<file path="src/common/kli_pkg.sv">
/*
 * Constants and state types for the eight-line keyboard level interrupt unit.
 * Assumes an 8-bit special function register port and a single core clock.
 */
package kli_pkg;

   localparam int unsigned KLI_LINES = 8;

   // special function register addresses
   localparam logic [7:0] KLI_ADDR_LEVEL_SEL = 8'h9c;
   localparam logic [7:0] KLI_ADDR_LINE_EN   = 8'h9d;
   localparam logic [7:0] KLI_ADDR_HIT_FLAGS = 8'h9e;

   // reset values
   localparam logic [7:0] KLI_RST_LEVEL_SEL  = 8'h00;
   localparam logic [7:0] KLI_RST_LINE_EN    = 8'h00;
   localparam logic [7:0] KLI_RST_HIT_FLAGS  = 8'h00;
   localparam logic [7:0] KLI_RST_RDATA      = 8'h00;
   // pulled-up idle level of the pins, so leaving reset shows no false hit
   localparam logic [7:0] KLI_RST_PINS       = 8'hff;

   // level select encoding per line
   localparam logic       KLI_SEL_LOW        = 1'b0;
   localparam logic       KLI_SEL_HIGH       = 1'b1;

   // stages of the pin synchroniser
   localparam int unsigned KLI_SYNC_STAGES = 2;

   typedef struct packed {
      logic [7:0] key_level_select;
      logic [7:0] key_line_enable;
      logic [7:0] key_hit_flags;
      logic [7:0] rdata;
      logic       ack;
      logic       irq;
      logic       wake;
   } kli_state_t;

   typedef struct packed {
      logic [7:0] sync1;
      logic [7:0] sync2;
   } kli_sync_t;

endpackage : kli_pkg

</file>
<file path="src/common/kli_line_if.sv">
/*
 * Carrier between the register core and the per-line level detector.
 * Assumes both ends run on the same core clock.
 */
`timescale 1ns/1ps
interface kli_line_if;
   logic [7:0] level_sel;
   logic [7:0] hit;

   modport det (
      input  level_sel,
      output hit
   );

   modport ctl (
      output level_sel,
      input  hit
   );
endinterface : kli_line_if

</file>
<file path="src/rtl/kli_top.sv">
/*
 * Keyboard level interrupt unit: level select, line enable and hit flag
 * registers on the special function register port, the combined keyboard
 * request and the wake request for idle and power-down.
 * Assumes a one-cycle sfr_rd or sfr_wr strobe with sfr_addr valid in that
 * cycle, and that the global keyboard enable comes from logic on sys_clk.
 * Assumes the port one pins are pulled up and asynchronous to sys_clk, and
 * that the port logic reads key_line_enable to hand a line to the keyboard.
 * Assumes sys_clk keeps running while the core idles or powers down, since
 * the wake request is a registered level.
 * Assumes software services every flag that one read returns: the read
 * clears them all, and a released key leaves no trace afterwards.
 */
`timescale 1ns/1ps
// Function
// - eight inputs, each with programmable level interrupt
// - port one alternate function, wakes idle/power-down
// - eight sources share one interrupt request
// - global enable bit gates combined request
// - select bit 0 low, 1 high
// - flag sets when line shows selected level
// - flag reaches request only if enabled
// - disabled line is plain I/O, no interrupt
// - flags read only, read clears all
// - all three registers reset to zero
// - any subset of lines usable independently
module kli_top (
   input  wire logic       sys_clk,
   input  wire logic       rst,
   input  wire logic [7:0] sfr_addr,
   input  wire logic       sfr_wr,
   input  wire logic       sfr_rd,
   input  wire logic [7:0] sfr_wdata,
   output logic      [7:0] sfr_rdata,
   output logic            sfr_ack,
   input  wire logic [7:0] port_one_pins,
   input  wire logic       keypad_global_irq_enable,
   output logic      [7:0] key_line_enable,
   output logic            key_irq,
   output logic            wake_req
);
   import kli_pkg::*;

   // the whole register state is one word, registered by one process
   kli_state_t st_ff;
   kli_state_t nxt_st;

   // carries the selected levels out and the per-line hits back
   kli_line_if lines ();

   // one-hot register select; one decode serves both strobes
   typedef enum logic [3:0] {
      KLI_SEL_NONE  = 4'b0001,
      KLI_SEL_LEVEL = 4'b0010,
      KLI_SEL_ENBL  = 4'b0100,
      KLI_SEL_FLAGS = 4'b1000
   } kli_reg_sel_t;

   function automatic kli_reg_sel_t reg_decode(input logic [7:0] addr);
      kli_reg_sel_t sel;
      sel = KLI_SEL_NONE;
      case (addr)
         KLI_ADDR_LEVEL_SEL: begin
            sel = KLI_SEL_LEVEL;
         end
         KLI_ADDR_LINE_EN: begin
            sel = KLI_SEL_ENBL;
         end
         KLI_ADDR_HIT_FLAGS: begin
            sel = KLI_SEL_FLAGS;
         end
         default: begin
            sel = KLI_SEL_NONE;
         end
      endcase
      return sel;
   endfunction : reg_decode

   // the three registers are the only mapped addresses
   function automatic logic is_mapped(input kli_reg_sel_t sel);
      return sel != KLI_SEL_NONE;
   endfunction : is_mapped

   // the flag register is read only, so writes to it and to holes vanish
   function automatic kli_state_t write_reg(input kli_state_t   st,
                                            input kli_reg_sel_t sel,
                                            input logic [7:0]   wdata);
      kli_state_t nxt;
      nxt = st;
      case (sel)
         KLI_SEL_LEVEL: begin
            nxt.key_level_select = wdata;
         end
         KLI_SEL_ENBL: begin
            nxt.key_line_enable = wdata;
         end
         default: begin
            nxt = st;
         end
      endcase
      return nxt;
   endfunction : write_reg

   // read data; an unmapped address keeps the word last read
   function automatic logic [7:0] read_word(input kli_reg_sel_t sel,
                                            input kli_state_t   st);
      logic [7:0] word;
      word = st.rdata;
      case (sel)
         KLI_SEL_LEVEL: begin
            word = st.key_level_select;
         end
         KLI_SEL_ENBL: begin
            word = st.key_line_enable;
         end
         KLI_SEL_FLAGS: begin
            word = st.key_hit_flags;
         end
         default: begin
            word = st.rdata;
         end
      endcase
      return word;
   endfunction : read_word

   // a clear and a detection in one cycle: the detection wins, no key is lost
   function automatic logic [7:0] next_flags(input logic [7:0] flags,
                                             input logic       clr,
                                             input logic [7:0] hit);
      logic [7:0] kept;
      kept = clr ? KLI_RST_HIT_FLAGS : flags;
      return kept | hit;
   endfunction : next_flags

   // masking uses the registered flags so the request follows the flag
   function automatic logic gated_req(input logic [7:0] flags,
                                      input logic [7:0] enable,
                                      input logic       global_en);
      logic [7:0] live;
      logic       any_live;
      live     = flags & enable;
      any_live = |live;
      return any_live && global_en;
   endfunction : gated_req

   // pin to request takes two synchroniser edges, one flag edge and one
   // request edge; a pulse shorter than one clock may be missed, which is
   // far below the bounce time of a key
   kli_line_detect i_kli_line_detect (
      .sys_clk       (sys_clk),
      .rst           (rst),
      .port_one_pins (port_one_pins),
      .lines         (lines.det)
   );

   assign lines.level_sel = st_ff.key_level_select;

   // decoded strobes
   kli_reg_sel_t sel;
   logic         wr_any;
   logic         rd_map;
   logic         rd_flg;

   always_comb begin
      sel    = reg_decode(sfr_addr);
      wr_any = sfr_wr && is_mapped(sel);
      rd_map = sfr_rd && is_mapped(sel);
      rd_flg = sfr_rd && (sel == KLI_SEL_FLAGS);

      nxt_st     = st_ff;
      nxt_st.ack = 1'b0;

      // writes land at the edge that takes the strobe
      if (wr_any) begin
         nxt_st = write_reg(nxt_st, sel, sfr_wdata);
      end

      // reads answer one cycle later and see the value before any write
      if (rd_map) begin
         nxt_st.rdata = read_word(sel, st_ff);
         nxt_st.ack   = 1'b1;
      end else begin
         // an unmapped read keeps the last word and gives no ack
         nxt_st.rdata = st_ff.rdata;
      end

      // a line still at its level sets its flag again at once
      nxt_st.key_hit_flags = next_flags(st_ff.key_hit_flags, rd_flg,
                                        lines.hit);

      nxt_st.irq  = gated_req(st_ff.key_hit_flags, st_ff.key_line_enable,
                              keypad_global_irq_enable);
      // wake follows the gated request so a masked key never wakes the core
      nxt_st.wake = gated_req(st_ff.key_hit_flags, st_ff.key_line_enable,
                              keypad_global_irq_enable);
   end

   // all three registers clear together, so every line starts as plain I/O
   always_ff @(posedge sys_clk or posedge rst) begin
      if (rst) begin
         st_ff.key_level_select <= KLI_RST_LEVEL_SEL;
         st_ff.key_line_enable  <= KLI_RST_LINE_EN;
         st_ff.key_hit_flags    <= KLI_RST_HIT_FLAGS;
         st_ff.rdata            <= KLI_RST_RDATA;
         st_ff.ack              <= 1'b0;
         st_ff.irq              <= 1'b0;
         st_ff.wake             <= 1'b0;
      end else begin
         st_ff <= nxt_st;
      end
   end

   // each output is a field of the state flop, never a gate
   assign sfr_rdata       = st_ff.rdata;
   assign sfr_ack         = st_ff.ack;
   assign key_line_enable = st_ff.key_line_enable;
   assign key_irq         = st_ff.irq;
   assign wake_req        = st_ff.wake;

endmodule : kli_top

</file>
<file path="src/rtl/kli_line_detect.sv">
/*
 * Synchronises the eight port one pins and compares each line with its
 * selected level. Assumes the pins are asynchronous to sys_clk.
 */
`timescale 1ns/1ps
module kli_line_detect (
   input  wire logic       sys_clk,
   input  wire logic       rst,
   input  wire logic [7:0] port_one_pins,
   kli_line_if.det         lines
);
   import kli_pkg::*;

   kli_sync_t st_ff;
   kli_sync_t nxt_st;

   always_comb begin
      nxt_st       = st_ff;
      nxt_st.sync1 = port_one_pins;
      nxt_st.sync2 = st_ff.sync1;
   end

   always_ff @(posedge sys_clk or posedge rst) begin
      if (rst) begin
         st_ff.sync1 <= KLI_RST_PINS;
         st_ff.sync2 <= KLI_RST_PINS;
      end else begin
         st_ff <= nxt_st;
      end
   end

   // a line hits when the synchronised level equals the selected one
   assign lines.hit = ~(st_ff.sync2 ^ lines.level_sel);

endmodule : kli_line_detect

</file>
<file path="config.mk">
export PLATFORM = sky130hd
export DESIGN_NAME = kli_top
export DESIGN_NICKNAME = d
export VERILOG_FILES = /design/src/common/kli_pkg.sv /design/src/common/kli_line_if.sv /design/src/rtl/kli_top.sv /design/src/rtl/kli_line_detect.sv
export SDC_FILE = /design/constraint.sdc
export NUM_CORES = 1
export LEC_CHECK = 0
export ABC_AREA = 0
export BUFFER_PORTS_ARGS = -buffer_cell sky130_fd_sc_hd__buf_4
export CAP_MARGIN = 20
export CORE_UTILIZATION = 36
export DETAILED_ROUTE_END_ITERATION = 10
export GPL_ROUTABILITY_DRIVEN = 0
export PLACE_DENSITY = 0.57
export SYNTH_ARGS = -nofsm -noshare
export SYNTH_HDL_FRONTEND = slang
export SYNTH_SLANG_ARGS = --single-unit
</file>
<file path="constraint.sdc">
create_clock -name sys_clk -period 1.5 [get_ports sys_clk]
set_input_delay 0.375 -clock sys_clk [delete_from_list [all_inputs] [get_ports sys_clk]]
set_output_delay 0.375 -clock sys_clk [all_outputs]
set_load 0.05 [all_outputs]
</file>
==> impl_metrics.toml, run 1 <==
[sta]
drv_slew = 0
setup_viol = 0
tightest_slew_ps = 261
rsz0062_at_grt = "no"
fin_skew_ps = 12.5
max_freq_ghz = 0.730
worst_slack_ps = 130
min_period_ps = 1370
layout_worst_path_cycle_share_pct = 91.3
relSlewSlack_pct = 82.6
finalHoldViolCount = 0

[floorplanning]
start_util_pct = 38.5
die-width_um = 79.7
rows = 27
io_pins = 48
core_area_um2 = 5640
die_h_um = 79.7
die_area_um2 = 6340

[synth]
syn_inst = 159
yosys-top-cells-area = "dfrtp_1 39%, dfstp_2 19%, mux2_2 9.9%, buf_4 6.6%, xnor2_1 3.2%"
yosysTopAreaCell = "dfrtp_1"
synthFlopType = "dfrtp_1"
ys_seq_area_share_pct = 58.6
ys_ff_latch = 50
ys_types = 34
syn-cell-area_um2 = 2170
ys_warn_count = 0
syn_avg_cell_area_um2 = 13.7
synth_fp_nets = 188
synth_most_common_cell = "dfrtp_1"
synth_top_area_share_pct = 39.2
async_flop_share_pct = 100
synth_common_cells = "34 x dfrtp_1, 19 x buf_4, 19 x mux2_2"
synth_enable_flop_cells = 0

[place]
post-place-ws_ps = -177
place_inst = 269
dp_hpwl_um = 3210
port_buffers = 47
dpl_cell_area_um2 = 2580

[worst_setup_path]
crit_top_cell = "buf_4"
crit_arrival_ps = 1550
r2r_cells = 3
start_kind = "primary input"
cpMaxStageDelayCell = "and4bb_2"
cpPeakStageDelay_ps = 350
end_kind = "flop"
path_cells = "buf_4, and4bb_2, and4_1, buf_4, mux2_2"
worstSetupPathType = "primary input to flop"
worstPathRequired_ps = 1680
cp_max_fo = 8

[routing]
wire_per_inst_um = 15.5
drt_iter0_markers = 86
dr.pass1.iters = 4
vias = 1345
drcViolationCount = 0
postRouteAntennaNets = 0
vias_per_cell = 4.86
drt-total-wl_um = 4290

[final_layout]
regArea_um2 = 1270
layout-drive-gt1-share_pct = 52.7
fin_area_um2 = 2670
multi_input_area_um2 = 714
diodes = 0
fillCellCount = 530
area_delta_synth_final_pct = 22.9
fin_util_pct = 47.3
nets = 233
layout.cells.non_filler = 277

[global_routing]
antenna_found_initial = 0
grt_use_total_pct = 15.1
grt_pass1_vias = 1422
gr-total-overflow = 0
grt_max_degree = 51
grt_pass1_wl_um = 7160

[clock_network]
postCtsHoldBufs = 0
cts-htree-levels = 2
clkTransAtPathRegs_ps = 90
postCtsSetupBuffers = 0
cts_buffers = 5
cts_sinks = 50
clk_path_buf_depth = 2
clk_latency_ps = 300
cts_root_buffer = "clkbuf_8"
post_cts_resized = 0
cts_tree = "yes"

[power]
p_sw_share_pct = 26.7
p_comb_share_pct = 16.5
intPower_mw = 1.99
ir_drop_v = 0.000391
switchingPower_mw = 0.724
power_density_nw_per_um2 = 1020
pwr-share-clk_pct = 29.1
p_leak_nw = 1.23
seqPwrFrac_pct = 54.5

[run_status]
status = "completed"

[job]
drv_cap = 0

[min_path]
min_path_type = "primary input to asynchronous set/reset pin"
## critical path, delay by kind of cell
kind                   cells  cell delay, ps
AND/OR/NAND/NOR            2             550
multiplexers               1             340
buffers and inverters      2             280
## path summary, 6_finish.rpt
check / from / to / slack (ps)
worst min-delay path: rst / lines.level_sel[0] / 120
worst max-delay path: sfr_addr[6] / key_line_enable[2] / 130
worst min register to register: i_kli_line_detect.nxt_st[0] / i_kli_line_detect.st_ff[0] / 340
max in group asynchronous: rst / i_kli_line_detect.nxt_st[5] / 1090
worst max register to register: key_line_enable[6] / sfr_rdata[6] / 380
min in group sys_clk: port_one_pins[6] / i_kli_line_detect.nxt_st[6] / 180
## routing by layer
| metal | vias up | global-route usage (%) | part of all wire (%) |
|---|---|---|---|
| met3 | 6 | 4.69 | 6.5 |
| met4 | 0 | 5.45 | 1.4 |
| met2 | 39 | 23.7 | 48 |
| met5 | - | 0 | 0 |
| met1 | 660 | 19.6 | 45 |
| li1 | 640 | - | - |
## flip-flops by register name (all words and copies together) (netlist names)
signal and flops:
i_kli_line_detect.nxt_st 8, i_kli_line_detect.st_ff 8, key_line_enable 8, lines.level_sel 8
sfr_ack 1, sfr_rdata 8, st_ff 8, wake_req 1
## kinds of logic (layout without fill, tap and decap cells)
family | Yosys count | count (layout) | share of synthesized area [%]
AO/OA/AOI/OAI | 28 | 28 | 10.7
XOR/XNOR | 8 | 8 | 3.23
buffers and inverters | 28 | 74 | 8.53
flip-flops | 50 | 50 | 58.6
multiplexers | 21 | 21 | 10.8
AND/OR/NAND/NOR | 24 | 24 | 8.18
## final cells by class
class,instances,area share [%]
Multi-Input combinational cell,81,26.8
Inverter,6,0.985
Timing Repair Buffer,60,17.8
Tap cell,72,3.38
Clock inverter,1,0.188
Clock buffer,7,3.23
Sequential cell,50,47.6
## power groups by stage
stage                     combinational [mW]  sequential [mW]  clock (mW)
final                                  0.447             1.48       0.789
after global routing                   0.478             1.49       0.876
after global placement                 0.448             1.50           0
after CTS                              0.453             1.48       0.821
after detailed placement               0.452             1.51           0
after floorplan                        0.319             1.50           0
## per-stage QoR
step / power (mW) / setup TNS, ps / hold slack [ps]
3_5_place_dp: 1.96 / -2570 / 347
3_3_place_gp: 1.95 / -2270 / 345
2_1_floorplan: 1.82 / 0 / 345
5_1_grt: 2.85 / 0 / 144
6_report: 2.72 / 0 / 118
4_1_cts: 2.76 / 0 / 126
## cells in the final DEF (no fill, tap or decap), drive strengths merged, types with 3 or more instances in the layout
master	n
buf	60
dfstp	16
a32o	4
mux2	19
dfrtp	34
nor2b	3
nand3b	4
a22oi	4
o2bb2ai	4
clkbuf	7
a21o	8
xnor2	8
nor2	5
inv	5
Note: power is estimated with default switching activity, not from simulation.
==> inputs of run 2 (changes only) <==
Settings changed: GPL_TIMING_DRIVEN set to 0, PLACE_DENSITY 0.57 to not set, PLACE_DENSITY_LB_ADDON set to 0.08.
==> run 2 against run 1 <==
Net effect:
- fmax shrank 5.4%
- worst hold slack lost 98 ps
- clock power shrank 1%
- clock skew shrank 0.60 ps
- register-to-register slack is essentially flat
- sequential share of layout area shrank 1.0 points
- design area grew 2.3%
- final cell count grew 3.6%
- total power grew 1.1%
- critical path type is now flop to output port
==> impl_metrics.toml, run 2 (same netlist as run 1, synthesis figures left out) <==
[routing]
postRouteAntennaNets = 0
drt_iter0_markers = 66
wl_met1_um = 2020
vias = 1357
wire_per_inst_um = 15.1
dr.pass1.iters = 4
dr_wl_met2_um = 1990
drcViolationCount = 0
route.top_layer_used = "met4"
wl_met3_um = 253
drt-total-wl_um = 4330
vias_per_cell = 4.73

[global_routing]
grt_pass1_wl_um = 6780
grt_use_total_pct = 14.6
grt_pass1_vias = 1352
antenna_found_initial = 0
gr-total-overflow = 0
grt_max_degree = 51

[floorplanning]
io_pins = 48
start_util_pct = 38.5
die-width_um = 79.7
core_area_um2 = 5640
rows = 27
die_h_um = 79.7
die_area_um2 = 6340

[worst_setup_path]
worstPathRequired_ps = 1120
worstSetupPathType = "flop to output port"
cpPeakStageDelay_ps = 450
path_cells = "buf_4, buf_4"
cpMaxStageDelayCell = "dfrtp_1"
end_kind = "output port"
crit_arrival_ps = 1070
start_kind = "flop"
crit_top_cell = "buf_4"
critical_path_buf_inv_count = 2
cp_max_fo = 4
cpLargestDelayFamily = "flip-flops"

[sta]
setup_viol = 0
relSlewSlack_pct = 75.3
fin_skew_ps = 11.9
rsz0062_at_grt = "no"
layout_worst_path_cycle_share_pct = 96.5
whs_ps = 19.7
finalHoldViolCount = 0
drv_slew = 0
tightest_slew_ps = 370
max_freq_ghz = 0.691
min_period_ps = 1450

[clock_network]
postCtsHoldBufs = 0
post_cts_resized = 0
cts_root_buffer = "clkbuf_8"
cts_sinks = 50
cts_tree = "yes"
postCtsSetupBuffers = 0
clkTransAtPathRegs_ps = 90
clk_latency_ps = 300
clk_path_buf_depth = 2
cts-htree-levels = 2
cts_buffers = 5

[place]
port_buffers = 47
dp_hpwl_um = 3200

[min_path]
min_path_type = "primary input to asynchronous set/reset pin"

[run_status]
status = "completed"

[final_layout]
fillCellCount = 534
diodes = 0
nets = 243
area_delta_synth_final_pct = 25.7
layout_common_cells = "66 x buf_4, 34 x dfrtp_1, 19 x mux2_2"
fin_util_pct = 48.4
regArea_um2 = 1270
multi_input_area_um2 = 714
layout_commonest_cell = "buf_4"
layout-drive-gt1-share_pct = 54.4

[power]
ir_drop_v = 0.000461
power_density_nw_per_um2 = 1010
finalPower_mw = 2.75
p_leak_nw = 1.28

[job]
drv_cap = 0
-- run 2: cell type report --
cell class / count / area share, %
Sequential cell: 50 / 46.6
Multi-Input combinational cell: 81 / 26.2
Timing Repair Buffer: 48 / 13.7
Buffer: 22 / 5.96
Tap cell: 72 / 3.30
Clock buffer: 7 / 3.16
Inverter: 6 / 0.963
Clock inverter: 1 / 0.183
-- run 2: power breakdown --
part	internal [mW]	switching, mW
Combinational	0.221	0.269
Sequential	1.43	0.0448
Clock	0.372	0.405
-- run 2: routing by layer --
| layer | vias up | track usage [%] |
|---|---|---|
| li1 | 660 | - |
| met1 | 645 | 19.7 |
| met2 | 45 | 22.8 |
| met3 | 7 | 3.66 |
| met4 | 0 | 4.91 |
| met5 | - | 0 |
-- run 2: final timing paths --
path / from / end / slack [ps] / cells past startpoint
worst max-delay path: key_line_enable[2] / key_line_enable[2] / 50 / 2
worst min-delay path: rst / key_line_enable[0] / 20 / 2
worst max register to register: key_line_enable[5] / sfr_rdata[5] / 380 / 3
worst min register to register: i_kli_line_detect.nxt_st[6] / i_kli_line_detect.st_ff[6] / 360 / 0
max in group asynchronous: rst / i_kli_line_detect.nxt_st[7] / 930 / 3
min in group sys_clk: port_one_pins[0] / i_kli_line_detect.nxt_st[0] / 170 / 1
-- run 2: through the flow --
| step | setup TNS (ps) | setup slack (ps) | cells | instance area, µm² |
|---|---|---|---|---|
| after floorplan | 0 | 40.5 | 159 | 2170 |
| after global placement | -3940 | -181 | 278 | 2620 |
| after detailed placement | -3890 | -199 | 278 | 2620 |
| after CTS | 0 | 30.2 | 286 | 2710 |
| after global routing | 0 | 11.1 | 287 | 2730 |
| final | 0 | 52.1 | 287 | 2730 |
